`src/rtl/alu_core_pkg.sv`:
```
package alu_core_pkg;

	// ----------------------------------------------------------------
	// Timing
	// ----------------------------------------------------------------
	localparam int         CLKS_PER_ICYCLE = 4;
	localparam logic [1:0] PHASE_AFTER_TAKE = 2'h0;
	localparam logic [1:0] PHASE_FIRST      = 2'h0;
	localparam logic [1:0] PHASE_LAST       = 2'(CLKS_PER_ICYCLE - 1);

	// ----------------------------------------------------------------
	// Widths and reset values
	// ----------------------------------------------------------------
	localparam int              PC_W         = 12;
	localparam int              PM_W         = 16;
	localparam logic [PC_W-1:0] PC_RESET     = 12'h000;
	localparam logic [7:0]      WORK_RESET   = 8'h00;
	localparam logic [7:0]      STATUS_RESET = 8'h00;
	localparam logic [7:0]      TBLH_RESET   = 8'h00;
	localparam logic [7:0]      TBLP_RESET   = 8'h00;
	localparam logic [7:0]      PCL_MEM_ADDR = 8'h06;

	// ----------------------------------------------------------------
	// Status bit positions
	// ----------------------------------------------------------------
	localparam int FLAG_Z      = 0;
	localparam int FLAG_C      = 1;
	localparam int FLAG_HALF   = 2;
	localparam int FLAG_EXCESS = 3;
	localparam int FLAG_PDF    = 4;
	localparam int FLAG_TO     = 5;
	localparam logic [7:0] STATUS_SW_MASK = 8'h0F;

	// ----------------------------------------------------------------
	// Register port offsets
	// ----------------------------------------------------------------
	localparam logic [2:0] REG_WORK   = 3'h0;
	localparam logic [2:0] REG_STATUS = 3'h1;
	localparam logic [2:0] REG_TBLH   = 3'h2;
	localparam logic [2:0] REG_TBLP   = 3'h3;
	localparam logic [2:0] REG_PCL    = 3'h4;

	// ----------------------------------------------------------------
	// Operations
	// ----------------------------------------------------------------
	typedef enum logic [4:0] {
		OP_NOP        = 5'h00,
		OP_MOVE       = 5'h01,
		OP_ADD        = 5'h02,
		OP_ADD_CARRY  = 5'h03,
		OP_SUB        = 5'h04,
		OP_SUB_BORROW = 5'h05,
		OP_DEC_ADJUST = 5'h06,
		OP_AND        = 5'h07,
		OP_OR         = 5'h08,
		OP_XOR        = 5'h09,
		OP_INVERT     = 5'h0A,
		OP_INCR       = 5'h0B,
		OP_DECR       = 5'h0C,
		OP_ROT_RIGHT  = 5'h0D,
		OP_ROT_LEFT   = 5'h0E,
		OP_ROT_RIGHT_C = 5'h0F,
		OP_ROT_LEFT_C = 5'h10,
		OP_BIT_SET    = 5'h11,
		OP_BIT_CLEAR  = 5'h12,
		OP_SKIP_ZERO  = 5'h13,
		OP_SKIP_BIT0  = 5'h14,
		OP_SKIP_BIT1  = 5'h15,
		OP_JUMP       = 5'h16,
		OP_CALL       = 5'h17,
		OP_EXIT       = 5'h18,
		OP_TABLE      = 5'h19,
		OP_WDT_CLEAR  = 5'h1A,
		OP_POWER_DOWN = 5'h1B
	} op_t;

	typedef struct packed {
		op_t             op;
		logic            use_imm;
		logic            to_mem;
		logic [2:0]      bit_sel;
		logic [7:0]      mem_addr;
		logic [7:0]      imm;
		logic [PC_W-1:0] target;
	} instr_t;

	typedef struct packed {
		logic [7:0] res;
		logic       c;
		logic       half;
		logic       excess;
	} sum_t;

endpackage

```
`src/rtl/mcu_alu_datapath.sv`:
```
// Chosen here: the register addresses and the address-and-strobe port.
`timescale 1ns/1ns
// Contract
// RULE1: Moves: memory-to-work, work-to-memory, immediate-to-work.
// RULE2: Eight-bit arithmetic; carry/borrow beyond 255 or 0.
// RULE3: Increment/decrement by one, memory or work.
// RULE4: Logical results set zero flag when zero.
// RULE5: Rotate one bit; via-carry swaps through carry.
// RULE6: Call saves next address; exit resumes; jump saves nothing.
// RULE7: Skips test byte or bit, skip next instruction.
// RULE8: Bit set/clear touches only the chosen bit.
// RULE9: Table fetch from program memory to memory and high.
// RULE10: Add updates zero, carry, half, excess flags.
// RULE11: Add with carry includes carry; same four flags.
// RULE12: Subtract to work or memory; four flags.
// RULE13: Subtract with borrow uses carry; four flags.
// RULE14: Decimal adjust work into memory; carry only.
// RULE15: Logical ops one cycle; zero flag only.
// RULE16: Invert memory byte to memory or work; zero.
// RULE17: Increment/decrement update only zero flag.
// RULE18: Plain rotates recirculate bit; no flags.
// RULE19: Via-carry rotates change only the carry flag.
// RULE20: Instruction cycle is four clocks; some take two.
// RULE21: Taken skips and program counter writes take two.
// RULE22: Watchdog clear and power down update status flags.
// RULE23: Own operation encoding covers every form.
// RULE24: Subtraction carry set means no borrow.
module mcu_alu_datapath
	import alu_core_pkg::*;
#(
	parameter int STACK_DEPTH = 8
)(
	input  wire logic            clk,
	input  wire logic            rst_b,
	input  wire logic            instr_valid,
	input  wire instr_t          instr,
	output logic                 instr_ready,
	output logic                 instr_done,
	output logic [7:0]           dm_addr,
	input  wire logic [7:0]      dm_rdata,
	output logic [7:0]           dm_wdata,
	output logic                 dm_wr,
	output logic [PC_W-1:0]      pm_addr,
	input  wire logic [PM_W-1:0] pm_rdata,
	output logic [PC_W-1:0]      pc,
	output logic                 wdt_clear,
	output logic                 power_down,
	input  wire logic            wdt_timeout,
	input  wire logic [2:0]      reg_addr,
	input  wire logic [7:0]      reg_wdata,
	input  wire logic            reg_wr,
	input  wire logic            reg_rd,
	output logic [7:0]           reg_rdata
);

	localparam int SP_W = (STACK_DEPTH > 1) ? $clog2(STACK_DEPTH) : 1;

	// ----------------------------------------------------------------
	// Arithmetic helpers
	// ----------------------------------------------------------------
	function automatic sum_t add8(input logic [7:0] a, input logic [7:0] b,
		input logic ci);
		logic [8:0] full;
		logic [4:0] low;
		sum_t       s;
		full = {1'b0, a} + {1'b0, b} + {8'h00, ci};
		low = {1'b0, a[3:0]} + {1'b0, b[3:0]} + {4'h0, ci};
		s.res = full[7:0];
		s.c = full[8];
		s.half = low[4];
		s.excess = (a[7] == b[7]) && (full[7] != a[7]);
		return s;
	endfunction

	// Returns the carry in bit 8 and the adjusted byte below it.
	function automatic logic [8:0] bcd_fix(input logic [7:0] a, input logic half,
		input logic c);
		logic [8:0] t;
		t = {1'b0, a};
		if ((a[3:0] > 4'h9) || half)
		begin
			t = t + 9'h006;
		end
		if ((t[7:4] > 4'h9) || c || t[8])
		begin
			t = t + 9'h060;
			t[8] = 1'b1;
		end
		t[8] = t[8] | c;
		return t;
	endfunction

	// ----------------------------------------------------------------
	// State
	// ----------------------------------------------------------------
	typedef enum logic [2:0] {
		ST_IDLE  = 3'b001,
		ST_EXEC  = 3'b010,
		ST_EXTRA = 3'b100
	} state_t;

	state_t          state_r;
	state_t          state_nxt;
	logic [1:0]      phase_r;
	logic [1:0]      phase_nxt;
	instr_t          cur_r;
	instr_t          cur_nxt;
	logic [7:0]      work_r;
	logic [7:0]      work_nxt;
	logic [7:0]      status_r;
	logic [7:0]      status_nxt;
	logic [7:0]      tblh_r;
	logic [7:0]      tblh_nxt;
	logic [7:0]      tblp_r;
	logic [7:0]      tblp_nxt;
	logic [PC_W-1:0] pc_r;
	logic [PC_W-1:0] pc_nxt;
	logic [SP_W-1:0] sp_r;
	logic [SP_W-1:0] sp_nxt;
	logic [PC_W-1:0] stack_r [STACK_DEPTH];
	logic [PC_W-1:0] stack_nxt [STACK_DEPTH];
	logic [7:0]      dm_addr_r;
	logic [7:0]      dm_addr_nxt;
	logic [7:0]      dm_wdata_r;
	logic [7:0]      dm_wdata_nxt;
	logic            dm_wr_r;
	logic            dm_wr_nxt;
	logic            wdt_clear_r;
	logic            wdt_clear_nxt;
	logic            power_down_r;
	logic            power_down_nxt;
	logic [7:0]      rdata_r;
	logic [7:0]      rdata_nxt;

	logic            commit;
	logic            extra;
	logic            finish;
	logic [7:0]      opnd;
	logic [7:0]      res;
	logic [7:0]      mask;
	logic            writes;
	logic            dest_mem;
	logic            skip;
	logic            cin;
	logic [PC_W-1:0] pc_inc;
	logic [8:0]      bcd;
	sum_t            s;

	assign commit = (state_r == ST_EXEC) && (phase_r == PHASE_LAST);
	assign finish = (commit && !extra) || ((state_r == ST_EXTRA) && (phase_r == PHASE_LAST));
	assign instr_ready = (state_r == ST_IDLE) || finish;
	assign instr_done = finish;

	assign dm_addr = dm_addr_r;
	assign dm_wdata = dm_wdata_r;
	assign dm_wr = dm_wr_r;
	assign pm_addr = {pc_r[PC_W-1:8], tblp_r};
	assign pc = pc_r;
	assign wdt_clear = wdt_clear_r;
	assign power_down = power_down_r;
	assign reg_rdata = rdata_r;

	// ----------------------------------------------------------------
	// Sequencer
	// ----------------------------------------------------------------
	always_comb
	begin
		state_nxt = state_r;
		phase_nxt = phase_r + 2'h1;
		cur_nxt = cur_r;
		dm_addr_nxt = dm_addr_r;
		unique case (state_r)
			ST_IDLE:
			begin
				phase_nxt = PHASE_FIRST;
			end
			ST_EXEC:
			begin
				if (commit && extra)
				begin
					state_nxt = ST_EXTRA; // RULE20 RULE21
				end
				else if (commit)
				begin
					state_nxt = ST_IDLE;
				end
			end
			ST_EXTRA:
			begin
				if (phase_r == PHASE_LAST)
				begin
					state_nxt = ST_IDLE;
				end
			end
		endcase
		if (instr_ready && instr_valid)
		begin
			state_nxt = ST_EXEC;
			phase_nxt = PHASE_AFTER_TAKE; // RULE20
			cur_nxt = instr;
			dm_addr_nxt = instr.mem_addr;
		end
	end

	// ----------------------------------------------------------------
	// Execution
	// ----------------------------------------------------------------
	always_comb
	begin
		opnd = cur_r.use_imm ? cur_r.imm : dm_rdata;
		cin = status_r[FLAG_C];
		mask = 8'h01 << cur_r.bit_sel;
		pc_inc = pc_r + {{(PC_W-1){1'b0}}, 1'b1};
		s = add8(work_r, opnd, 1'b0);
		bcd = bcd_fix(work_r, status_r[FLAG_HALF], cin);
		res = opnd;
		writes = 1'b0;
		dest_mem = cur_r.to_mem;
		skip = 1'b0;
		extra = 1'b0;
		work_nxt = work_r;
		status_nxt = status_r;
		tblh_nxt = tblh_r;
		tblp_nxt = tblp_r;
		pc_nxt = pc_r;
		sp_nxt = sp_r;
		stack_nxt = stack_r;
		dm_wdata_nxt = dm_wdata_r;
		dm_wr_nxt = 1'b0;
		wdt_clear_nxt = 1'b0;
		power_down_nxt = 1'b0;
		rdata_nxt = 8'h00;

		if (reg_rd)
		begin
			unique case (reg_addr)
				REG_WORK:   rdata_nxt = work_r;
				REG_STATUS: rdata_nxt = status_r;
				REG_TBLH:   rdata_nxt = tblh_r;
				REG_TBLP:   rdata_nxt = tblp_r;
				REG_PCL:    rdata_nxt = pc_r[7:0];
				default:    rdata_nxt = 8'h00;
			endcase
		end
		if (reg_wr)
		begin
			unique case (reg_addr)
				REG_WORK:   work_nxt = reg_wdata;
				REG_STATUS: status_nxt = (status_r & ~STATUS_SW_MASK)
					| (reg_wdata & STATUS_SW_MASK);
				REG_TBLP:   tblp_nxt = reg_wdata;
				default:    tblp_nxt = tblp_r;
			endcase
		end

		if (commit)
		begin
			pc_nxt = pc_inc;
			unique case (cur_r.op) // RULE23
				OP_NOP:
				begin
					writes = 1'b0;
				end
				OP_MOVE:
				begin
					res = cur_r.to_mem ? work_r : opnd; // RULE1
					dest_mem = cur_r.to_mem && !cur_r.use_imm;
					writes = 1'b1;
				end
				OP_ADD, OP_ADD_CARRY, OP_SUB, OP_SUB_BORROW:
				begin
					unique case (cur_r.op)
						OP_ADD:        s = add8(work_r, opnd, 1'b0); // RULE10
						OP_ADD_CARRY:  s = add8(work_r, opnd, cin); // RULE11
						OP_SUB:        s = add8(work_r, ~opnd, 1'b1); // RULE12 RULE24
						default:       s = add8(work_r, ~opnd, cin); // RULE13
					endcase
					res = s.res;
					writes = 1'b1;
					status_nxt[FLAG_C] = s.c; // RULE2
					status_nxt[FLAG_HALF] = s.half;
					status_nxt[FLAG_EXCESS] = s.excess;
					status_nxt[FLAG_Z] = (s.res == 8'h00);
				end
				OP_DEC_ADJUST:
				begin
					res = bcd[7:0];
					dest_mem = 1'b1; // RULE14
					writes = 1'b1;
					status_nxt[FLAG_C] = bcd[8];
				end
				OP_AND, OP_OR, OP_XOR, OP_INVERT, OP_INCR, OP_DECR:
				begin
					unique case (cur_r.op)
						OP_AND:    res = work_r & opnd; // RULE15
						OP_OR:     res = work_r | opnd;
						OP_XOR:    res = work_r ^ opnd;
						OP_INVERT: res = ~dm_rdata; // RULE16
						OP_INCR:   res = dm_rdata + 8'h01; // RULE3
						default:   res = dm_rdata - 8'h01;
					endcase
					writes = 1'b1;
					status_nxt[FLAG_Z] = (res == 8'h00); // RULE4 RULE17
				end
				OP_ROT_RIGHT:
				begin
					res = {dm_rdata[0], dm_rdata[7:1]}; // RULE18
					writes = 1'b1;
				end
				OP_ROT_LEFT:
				begin
					res = {dm_rdata[6:0], dm_rdata[7]}; // RULE18
					writes = 1'b1;
				end
				OP_ROT_RIGHT_C:
				begin
					res = {cin, dm_rdata[7:1]}; // RULE5
					status_nxt[FLAG_C] = dm_rdata[0]; // RULE19
					writes = 1'b1;
				end
				OP_ROT_LEFT_C:
				begin
					res = {dm_rdata[6:0], cin}; // RULE5
					status_nxt[FLAG_C] = dm_rdata[7]; // RULE19
					writes = 1'b1;
				end
				OP_BIT_SET, OP_BIT_CLEAR:
				begin
					res = (cur_r.op == OP_BIT_SET) ? (dm_rdata | mask)
						: (dm_rdata & ~mask); // RULE8
					dest_mem = 1'b1;
					writes = 1'b1;
				end
				OP_SKIP_ZERO:
				begin
					skip = (dm_rdata == 8'h00); // RULE7
				end
				OP_SKIP_BIT0:
				begin
					skip = ((dm_rdata & mask) == 8'h00); // RULE7
				end
				OP_SKIP_BIT1:
				begin
					skip = ((dm_rdata & mask) != 8'h00); // RULE7
				end
				OP_JUMP:
				begin
					pc_nxt = cur_r.target; // RULE6
					extra = 1'b1;
				end
				OP_CALL:
				begin
					stack_nxt[sp_r] = pc_inc; // RULE6
					sp_nxt = (int'(sp_r) == STACK_DEPTH - 1) ? '0 : sp_r + 1'b1;
					pc_nxt = cur_r.target;
					extra = 1'b1;
				end
				OP_EXIT:
				begin
					sp_nxt = (sp_r == '0) ? SP_W'(STACK_DEPTH - 1) : sp_r - 1'b1;
					pc_nxt = stack_r[sp_nxt]; // RULE6
					extra = 1'b1;
				end
				OP_TABLE:
				begin
					res = pm_rdata[7:0]; // RULE9
					tblh_nxt = pm_rdata[PM_W-1:8];
					dest_mem = 1'b1;
					writes = 1'b1;
					extra = 1'b1;
				end
				OP_WDT_CLEAR:
				begin
					status_nxt[FLAG_TO] = 1'b0; // RULE22
					status_nxt[FLAG_PDF] = 1'b0;
					wdt_clear_nxt = 1'b1;
				end
				OP_POWER_DOWN:
				begin
					status_nxt[FLAG_TO] = 1'b0; // RULE22
					status_nxt[FLAG_PDF] = 1'b1;
					power_down_nxt = 1'b1;
				end
				default:
				begin
					writes = 1'b0;
				end
			endcase

			if (writes && dest_mem && (cur_r.mem_addr == PCL_MEM_ADDR))
			begin
				pc_nxt = {pc_inc[PC_W-1:8], res}; // RULE21
				extra = 1'b1;
			end
			else if (writes && dest_mem)
			begin
				dm_wr_nxt = 1'b1;
				dm_wdata_nxt = res;
			end
			else if (writes)
			begin
				work_nxt = res;
			end
			if (skip)
			begin
				pc_nxt = pc_inc + {{(PC_W-1){1'b0}}, 1'b1}; // RULE21
				extra = 1'b1;
			end
		end

		if (wdt_timeout)
		begin
			status_nxt[FLAG_TO] = 1'b1;
		end
	end

	// ----------------------------------------------------------------
	// Registers
	// ----------------------------------------------------------------
	always_ff @(posedge clk or negedge rst_b)
	begin
		if (!rst_b)
		begin
			state_r <= ST_IDLE;
			phase_r <= PHASE_FIRST;
			cur_r <= '0;
			work_r <= WORK_RESET;
			status_r <= STATUS_RESET;
			tblh_r <= TBLH_RESET;
			tblp_r <= TBLP_RESET;
			pc_r <= PC_RESET;
			sp_r <= '0;
			stack_r <= '{default: PC_RESET};
			dm_addr_r <= 8'h00;
			dm_wdata_r <= 8'h00;
			dm_wr_r <= 1'b0;
			wdt_clear_r <= 1'b0;
			power_down_r <= 1'b0;
			rdata_r <= 8'h00;
		end
		else
		begin
			state_r <= state_nxt;
			phase_r <= phase_nxt;
			cur_r <= cur_nxt;
			work_r <= work_nxt;
			status_r <= status_nxt;
			tblh_r <= tblh_nxt;
			tblp_r <= tblp_nxt;
			pc_r <= pc_nxt;
			sp_r <= sp_nxt;
			stack_r <= stack_nxt;
			dm_addr_r <= dm_addr_nxt;
			dm_wdata_r <= dm_wdata_nxt;
			dm_wr_r <= dm_wr_nxt;
			wdt_clear_r <= wdt_clear_nxt;
			power_down_r <= power_down_nxt;
			rdata_r <= rdata_nxt;
		end
	end

endmodule

```
`config.mk`:
```
export PLATFORM = sky130hd
export DESIGN_NAME = mcu_alu_datapath
export DESIGN_NICKNAME = d
export VERILOG_FILES = /design/src/rtl/alu_core_pkg.sv /design/src/rtl/mcu_alu_datapath.sv
export SDC_FILE = /design/constraint.sdc
export NUM_CORES = 1
export LEC_CHECK = 0
export ABC_AREA = 1
export CAP_MARGIN = 5
export CELL_PAD_IN_SITES_DETAIL_PLACEMENT = 1
export CELL_PAD_IN_SITES_GLOBAL_PLACEMENT = 2
export CORE_ASPECT_RATIO = 1.1
export CORE_UTILIZATION = 32
export CTS_CLUSTER_DIAMETER = 120
export CTS_CLUSTER_SIZE = 10
export DETAILED_ROUTE_END_ITERATION = 16
export DONT_BUFFER_PORTS = 1
export GPL_TIMING_DRIVEN = 0
export PLACE_DENSITY = 0.81
export SLEW_MARGIN = 15
export SYNTH_ARGS = -nofsm -noshare
export SYNTH_HDL_FRONTEND = slang
export SYNTH_SLANG_ARGS = --single-unit
```
`constraint.sdc`:
```
create_clock -name clk -period 6.09 [get_ports clk]
set_clock_uncertainty 0.1 [all_clocks]
set_input_delay 1.827 -clock clk [delete_from_list [all_inputs] [get_ports clk]]
set_output_delay 1.827 -clock clk [all_outputs]
set_load 0.005 [all_outputs]
```
==> flow_metrics.py, run 1 <==
metrics = {
    "outcome": {
        "status": "complete, no violations",
    },
    "sta": {
        "finalHoldViolations": 0,
        "fin_setup_tns_ns": 0,
        "rsz0062_at_grt": "false",
        "final-setup-viol-count": 0,
        "period_needed_ns": 5.36,
        "max_slew_margin": 0.107,
        "fin_ws_ns": 0.726,
        "drv_slew": 0,
        "max_freq_mhz": 186,
        "hold_ws_ns": 0.368,
        "period_share": 0.881,
        "worstMarginPinSlew_ns": 1.33,
    },
    "floorplanning": {
        "pin_count": 132,
        "rows": 78,
        "die_x_um": 198,
        "die_h_um": 218,
        "start_util": 0.326,
        "die_area_um2": 43100,
        "core_area_um2": 41500,
    },
    "logic_synthesis": {
        "yosys_warnings": 0,
        "synthArstFlopShare": 1.00,
        "muxShareOfSynthArea": 0.00915,
        "ys_seq_elements": 203,
        "ys_seq_area_frac": 0.375,
        "ys_top_cells_by_area": "dfrtp_1 37%, nand2_1 15%, o21ai_0 7.5%, nand3_1 5.6%, inv_1 4.5%",
        "ys_types": 59,
        "synth-main-ff-cell": "dfrtp_1",
        "yosys.area.top_type": "dfrtp_1",
        "synth_edf_count": 0,
        "synth_common_cells": "555 x nand2_1, 203 x o21ai_0, 202 x dfrtp_1",
        "synth.top_cell.area_share": 0.373,
        "synthXorXnorAreaFrac": 0.0149,
        "synth_top_family_by_area": "simple AND/OR/NAND/NOR gates",
        "avgSynthCellArea_um2": 7.18,
        "synth_compound_area_frac": 0.163,
        "postSynthNetCount": 2016,
        "synth.most_common_cell": "nand2_1",
        "synth_fa_ha_area_frac": 0.0488,
        "synth_cells": 1886,
        "netlist_area_um2": 13500,
        "synth-simple-area-share": 0.306,
    },
    "placement": {
        "pre_cts_slack_ns": 0.388,
        "port-buffer-count": 0,
        "dp.cells": 2446,
        "gp_congestion": 0.948,
        "dp_hpwl_um": 44100,
    },
    "flow_run": {
        "drv_cap": 0,
    },
    "global_route": {
        "antenna_found_initial": 1,
        "grt_pass1_vias": 14000,
        "grt_use_total": 0.261,
        "overflow": 0,
        "grt_max_degree": 204,
        "grt_pass1_wl_um": 84900,
    },
    "setup_path": {
        "cp_max_fo": 10,
        "crit_family": "simple AND/OR/NAND/NOR gates",
        "crit_type": "input port to output port",
        "crit_arrival_ns": 3.44,
        "crit_top_cell": "nand2_1",
        "critPathLaunchType": "input port",
        "cpPeakStageDelay_ns": 0.35,
        "crit_slowest_cell": "nor2_1",
        "path_buf_inv": 2,
        "worstPathRequired_ns": 4.16,
        "end_kind": "output port",
        "path_cells": "inv_1, o2111ai_1, or2_2, nand2_1, nand2_1, nor2_1, nand4_4, nand3_4, buf_2",
        "timing.reg2reg.setup_slack_ns": 1.55,
    },
    "cts": {
        "numCtsBuffers": 24,
        "cts_sinks": 203,
        "h-tree-depth": 1,
        "clk_latency_ns": 0.55,
        "ctsResizeCount": 0,
        "ctsLongestPathBuffers": 3,
        "cts_tree": "yes",
        "post_cts_buffers": 0,
        "hold_buffers": 0,
        "clk_pin_slew_ns": 0.06,
        "root_buffer": "clkbuf_16",
    },
    "power_and_ir_drop": {
        "p_leak_nw": 7.03,
        "power.share.clock": 0.354,
        "netSwitchingFraction": 0.351,
        "p_comb_frac": 0.248,
        "power.switching_mw": 1.31,
        "worst_ir_drop_vdd_uv": 187,
        "p_per_area_nw_per_um2": 250,
        "seq_power_share": 0.399,
        "p_int_mw": 2.41,
        "totalPowerFinal_mw": 3.72,
    },
    "routing": {
        "vias_per_cell": 5.40,
        "drt_wl_total_um": 55600,
        "final_antenna_net_count": 0,
        "vias": 13400,
        "wl_per_cell_um": 22.4,
        "drt_pre_antenna_iters": 5,
        "drcViolationCount": 0,
        "drt_iter0_markers": 830,
    },
    "cells_and_area": {
        "area_growth_pct": 10.1,
        "drive_gt1_frac": 0.0708,
        "fin_nets": 2042,
        "n_antenna_cell": 0,
        "layout.cells.non_filler": 2481,
    },
    "hold_path": {
        "min_path_type": "register to register",
    },
}
## per-stage QoR
step / utilization / instance area (um^2)
6_report: 0.359 / 14900
5_1_grt: 0.359 / 14900
4_1_cts: 0.359 / 14900
3_5_place_dp: 0.343 / 14200
3_3_place_gp: 0.343 / 14200
2_1_floorplan: - / 13500
## cell usage in the layout, fill, tap and decap left out, types with 6 or more instances in the layout
master	synthesis	final
nor2_1	113	113
clkbuf_1	56	65
clkbuf_16	0	25
a31oi_1	10	10
nand3_1	152	152
mux2_2	11	11
nand2_2	6	6
a21oi_1	97	97
dfrtp_1	202	202
nand2_1	555	555
buf_4	14	14
nor3_1	24	24
nand4_1	30	30
o211ai_1	11	11
xor2_1	12	12
xnor2_1	11	11
o22ai_1	12	12
inv_1	163	163
o21ai_0	203	203
a211oi_1	8	8
or2_2	10	10
inv_2	16	16
a221oi_1	22	22
nand3_2	13	13
ha_1	48	48
buf_2	15	15
## power groups by stage
stage	Clock, mW	Combinational, mW	Sequential [mW]
after floorplan	0	0.640	1.47
after CTS	1.35	0.916	1.48
final	1.32	0.923	1.48
after detailed placement	0	0.912	1.51
after global placement	0	0.889	1.50
after global routing	1.40	1.03	1.49
## path summary, 6_finish.rpt
check	depth (start not counted)	endpoint	start
max	9	instr_ready	dm_rdata[5]
min	2	cur_r[4]	cur_r[4]
max reg2reg	17	work_r[4]	cur_r[32]
min reg2reg	2	cur_r[4]	cur_r[4]
max in group asynchronous	0	state_r[0]	rst_b
min in group asynchronous	0	stack_r[78]	rst_b
## sequential cells by signal (all words and copies together) (netlist names)
signal / flops
stack_r: 96
cur_r: 30
pc: 12
dm_addr: 8
dm_wdata: 8
reg_rdata: 8
tblh_r: 8
tblp_r: 8
work_r: 8
status_r: 6
sp_r: 3
state_r: 3
phase_r: 2
dm_wr: 1
power_down: 1
wdt_clear: 1
## layout make-up
class | count | area, um^2
clock buffer | 34 | 659
buffer | 88 | 437
fill | 5233 | 26600
sequential | 203 | 5080
tap | 560 | 701
multi-input combinational | 1414 | 7340
inverter | 181 | 679
clock inverter | 1 | 8.76
## routing by layer
layer,routed length (um),track usage
met5,9,0
met4,2220,0.105
met3,2220,0.0317
met2,28100,0.466
met1,23000,0.316
## tightest hold or removal path: cells and delay by family (launching register included)
family	cells	cell delay, ns
flip-flops	1	0.34
AND/OR/NAND/NOR	2	0.11
## logic make-up (layout without fill, tap and decap cells)
family	after synthesis	count (layout)
AO/OA/AOI/OAI	392	392
XOR/XNOR	23	23
adder cells (fa/ha/maj)	51	51
buffers and inverters	269	304
flip-flops	203	203
multiplexers	11	11
AND/OR/NAND/NOR	937	937
Power figures use the tool's default switching activity.
==> run 2, diff against run 1 <==
Settings changed: MAX_ROUTING_LAYER set to met4.
==> flow_metrics.py, run 2 (synthesis results as in run 1) <==
metrics = {
    "sta": {
        "worstMarginPinSlew_ns": 1.26,
        "max_slew_margin": 0.149,
        "max_freq_mhz": 185,
        "period_share": 0.887,
        "fin_ws_ns": 0.685,
        "hold_ws_ns": 0.369,
        "finalHoldViolations": 0,
        "final-setup-viol-count": 0,
        "drv_slew": 0,
        "fin_setup_tns_ns": 0,
        "rsz0062_at_grt": "false",
        "period_needed_ns": 5.40,
    },
    "cells_and_area": {
        "largest_reg_flops": 96,
        "final_area_um2": 14900,
        "mostFrequentLayoutCells": "555 x nand2_1, 203 x o21ai_0, 202 x dfrtp_1, 163 x inv_1, 152 x nand3_1",
        "area_growth_pct": 10.2,
        "top_register": "stack_r",
        "fin_nets": 2042,
        "drive_gt1_frac": 0.0713,
        "final_common_cell": "nand2_1",
    },
    "cts": {
        "clk_latency_ns": 0.53,
        "ctsLongestPathBuffers": 3,
        "clk_pin_slew_ns": 0.06,
        "root_buffer": "clkbuf_16",
        "numCtsBuffers": 24,
        "cts_sinks": 203,
        "cts_tree": "yes",
        "hold_buffers": 0,
        "post_cts_buffers": 0,
        "h-tree-depth": 1,
        "ctsResizeCount": 0,
    },
    "placement": {
        "pre_cts_slack_ns": 0.329,
        "dpl_cell_area_um2": 14200,
        "port-buffer-count": 0,
        "gp_congestion": 0.968,
        "dp_hpwl_um": 43900,
    },
    "power_and_ir_drop": {
        "seq_power_share": 0.397,
        "netSwitchingFraction": 0.350,
        "power.share.clock": 0.355,
        "p_comb_frac": 0.248,
        "p_int_mw": 2.43,
        "worst_ir_drop_vdd_uv": 187,
        "p_per_area_nw_per_um2": 250,
        "power.switching_mw": 1.31,
        "p_leak_nw": 7.03,
    },
    "floorplanning": {
        "pin_count": 132,
        "core_area_um2": 41500,
        "die_x_um": 198,
        "die_h_um": 218,
        "die_area_um2": 43100,
        "start_util": 0.326,
        "rows": 78,
    },
    "setup_path": {
        "end_kind": "output port",
        "crit_arrival_ns": 3.48,
        "path_cells": "inv_1, o2111ai_1, or2_2, nand2_1, nand2_1, nor2_1, nand4_4, nand3_4, buf_2",
        "crit_slowest_cell": "or2_2",
        "critPathLaunchType": "input port",
        "cpPeakStageDelay_ns": 0.35,
        "crit_family": "simple AND/OR/NAND/NOR gates",
        "cp_max_fo": 10,
        "crit_top_cell": "nand2_1",
        "worstPathRequired_ns": 4.16,
        "path_buf_inv": 2,
        "crit_type": "input port to output port",
    },
    "routing": {
        "vias": 13300,
        "vias_per_cell": 5.35,
        "drt_iter0_markers": 653,
        "drcViolationCount": 0,
        "drt_pre_antenna_iters": 5,
        "final_antenna_net_count": 0,
        "drt_wl_total_um": 54900,
        "wl_per_cell_um": 22.1,
    },
    "global_route": {
        "grt_max_degree": 204,
        "grt_pass1_wl_um": 83100,
        "antenna_found_initial": 1,
        "grt_pass1_vias": 13500,
        "overflow": 0,
        "grt_use_total": 0.263,
    },
    "outcome": {
        "status": "complete, no violations",
    },
    "flow_run": {
        "drv_cap": 0,
    },
    "hold_path": {
        "min_path_type": "register to register",
    },
}
## run 2: area by class of cell
class,count,area [um^2]
Multi-Input combinational cell,1414,7340
Inverter,181,679
Clock buffer,35,673
Clock inverter,1,7.51
Tap cell,560,701
Antenna cell,1,2.50
Sequential cell,203,5080
Fill cell,5216,26600
Buffer,88,437
## run 2: final timing paths
check                      cells past startpoint         from  slack [ns]           to
max                                            9  dm_rdata[5]        0.69  instr_ready
min                                            2    cur_r[15]        0.37    cur_r[15]
max reg2reg                                   17    cur_r[32]        1.59    work_r[4]
min reg2reg                                    2    cur_r[15]        0.37    cur_r[15]
max in group asynchronous                      0        rst_b        4.61   state_r[0]
min in group asynchronous                      0        rst_b        0.91  stack_r[86]
## run 2: worst reg2reg max path: cells and delay by family (launching register included)
| kind | cells | cell delay, ns |
|---|---|---|
| AND/OR/NAND/NOR | 8 | 1.18 |
| buffers and inverters | 4 | 0.65 |
| AO/OA/AOI/OAI | 3 | 1.35 |
| adder cells (fa/ha/maj) | 2 | 0.67 |
| flip-flops | 1 | 0.43 |
## run 2: layer usage
layer	routed length [um]	global-route usage	vias up
met1	23600	0.316	6627
met4	1710	0.0853	0
met5	0	-	-
li1	-	-	6320
met3	1690	0.0268	88
met2	27900	0.459	245
## run 2: through the flow
step	instances	power [mW]	utilization
2_1_floorplan	1886	2.11	-
3_3_place_gp	2446	2.40	0.343
3_5_place_dp	2446	2.42	0.343
4_1_cts	2482	3.76	0.360
5_1_grt	2483	3.92	0.360
6_report	2483	3.73	0.360
## run 2: power groups by stage
stage | sequential [mW] | clock, mW | combinational (mW)
2_1_floorplan | 1.47 | 0 | 0.640
3_3_place_gp | 1.51 | 0 | 0.891
3_5_place_dp | 1.51 | 0 | 0.915
4_1_cts | 1.48 | 1.36 | 0.920
5_1_grt | 1.49 | 1.41 | 1.03
6_report | 1.48 | 1.32 | 0.926
==> run 3, diff against run 2 <==
Settings changed: CORE_MARGIN set to 2, PLACE_DENSITY 0.81 to not set, PLACE_DENSITY_LB_ADDON set to 0.1.
==> flow_metrics.py, run 3 (synthesis results as in run 1) <==
metrics = {
    "outcome": {
        "status": "complete, no violations",
    },
    "routing": {
        "drcViolationCount": 0,
        "final_antenna_net_count": 0,
        "drt_pre_antenna_iters": 5,
        "drt_iter0_markers": 693,
        "vias_per_cell": 5.28,
        "wl_per_cell_um": 22.7,
        "vias": 13100,
        "drt_wl_total_um": 56600,
    },
    "floorplanning": {
        "die_x_um": 200,
        "rows": 79,
        "pin_count": 132,
        "die_h_um": 220,
        "die_area_um2": 44000,
        "start_util": 0.322,
        "core_area_um2": 42000,
    },
    "global_route": {
        "grt_pass1_vias": 13700,
        "overflow": 0,
        "grtUsageMet1": 0.313,
        "grt_max_degree": 204,
        "use_met2": 0.489,
        "grt_pass1_wl_um": 85300,
        "grt_use_total": 0.269,
        "busiest_layer": "met2",
        "antenna_found_initial": 2,
        "grt_use_met3": 0.0251,
    },
    "placement": {
        "dp.cells": 2453,
        "port-buffer-count": 0,
        "dp_hpwl_um": 44600,
        "gp_congestion": 0.916,
    },
    "hold_path": {
        "min_path_type": "register to register",
        "min_path_cells": 2,
        "min_to": "cur_r[2]",
        "hp-start": "cur_r[2]",
    },
    "cts": {
        "post_cts_buffers": 0,
        "h-tree-depth": 1,
        "cts_tree": "yes",
        "cts_sinks": 203,
        "ctsLongestPathBuffers": 3,
        "clk_latency_ns": 0.54,
        "clk_pin_slew_ns": 0.06,
        "hold_buffers": 0,
        "ctsResizeCount": 0,
        "root_buffer": "clkbuf_16",
        "numCtsBuffers": 24,
    },
    "power_and_ir_drop": {
        "totalPowerFinal_mw": 3.73,
        "p_per_area_nw_per_um2": 250,
        "worst_ir_drop_vdd_uv": 194,
        "p_leak_nw": 7.03,
    },
    "sta": {
        "fin_setup_tns_ns": 0,
        "rsz0062_at_grt": "false",
        "finalHoldViolations": 0,
        "max_freq_mhz": 190,
        "max_slew_margin": 0.242,
        "drv_slew": 0,
        "worstMarginPinSlew_ns": 1.13,
        "period_needed_ns": 5.26,
        "period_share": 0.864,
        "final-setup-viol-count": 0,
    },
    "setup_path": {
        "crit_type": "input port to output port",
        "cpPeakStageDelay_ns": 0.35,
        "crit_slowest_cell": "or2_2",
        "r2r_end": "work_r[4]",
        "timing.reg2reg.setup_slack_ns": 1.55,
        "reg2regPathDepth": 17,
        "path_cells": "inv_1, o2111ai_1, or2_2, nand2_1, nand2_1, nor2_1, nand4_4, nand3_4, buf_2",
        "r2r_start": "cur_r[32]",
        "crit_arrival_ns": 3.34,
        "worstPathRequired_ns": 4.16,
        "cp_max_fo": 10,
        "crit_top_cell": "nand2_1",
        "end_kind": "output port",
        "critPathLaunchType": "input port",
    },
    "cells_and_area": {
        "final_common_cell": "nand2_1",
        "drive_gt1_frac": 0.0708,
        "top_register": "stack_r",
        "post-route-util": 0.355,
        "largest_reg_flops": 96,
        "mostFrequentLayoutCells": "555 x nand2_1, 203 x o21ai_0, 202 x dfrtp_1, 163 x inv_1, 152 x nand3_1",
        "layout.cells.non_filler": 2490,
        "area_growth_pct": 10.2,
        "fin_nets": 2042,
    },
    "flow_run": {
        "drv_cap": 0,
    },
}
run 3: changes by cell type in the layout (fill, tap and decap cells not counted), sizes merged:
| cell | before | now |
|---|---|---|
| clkbuf | 91 | 90 |
| clkinvlp | 1 | 0 |
| diode | 1 | 2 |
| inv | 179 | 180 |
run 3: worst max-delay path by stage:
stage	from	cells after the start	end
after global placement	dm_rdata[0]	19	work_r[4]
after CTS	dm_rdata[4]	9	instr_ready
after detailed placement	dm_rdata[0]	19	work_r[4]
after global routing	dm_rdata[1]	17	work_r[4]
after floorplan	dm_rdata[4]	9	instr_ready
final	dm_rdata[4]	9	instr_ready
run 3: layout make-up:
cell class	count	area, um^2
sequential	203	5080
tap	567	709
inverter	181	679
multi-input combinational	1414	7340
clock buffer	34	659
buffer	88	437
clock inverter	1	8.76
antenna	2	5.00
fill	5295	27100
run 3: power breakdown:
group | total (mW) | leakage (nW) | switching, mW | internal [mW]
logic | 0.933 | 4.09 | 0.659 | 0.274
clock network | 1.31 | 0.323 | 0.572 | 0.741
registers | 1.48 | 2.61 | 0.0800 | 1.40
run 3: worst max-delay path, delay by kind of cell:
family	cells	cell delay, ns
buf+inv	2	0.33
compound gates	1	0.12
simple gates	6	1.06
run 3: stage by stage:
stage               cell area [um^2]  setup slack (ns)  hold slack (ns)
global placement               14200             0.280            0.362
finish                         14900             0.828            0.368
global route                   14900             0.590            0.399
floorplan                      13500              1.13            0.334
detailed placement             14200             0.279            0.362
CTS                            14900             0.822            0.376
run 3: metal layers:
layer  routed length [um]  part of all wire
met5                    0                 0
met4                 1640             0.029
met3                 1730             0.031
met2                29800              0.53
met1                23400              0.41
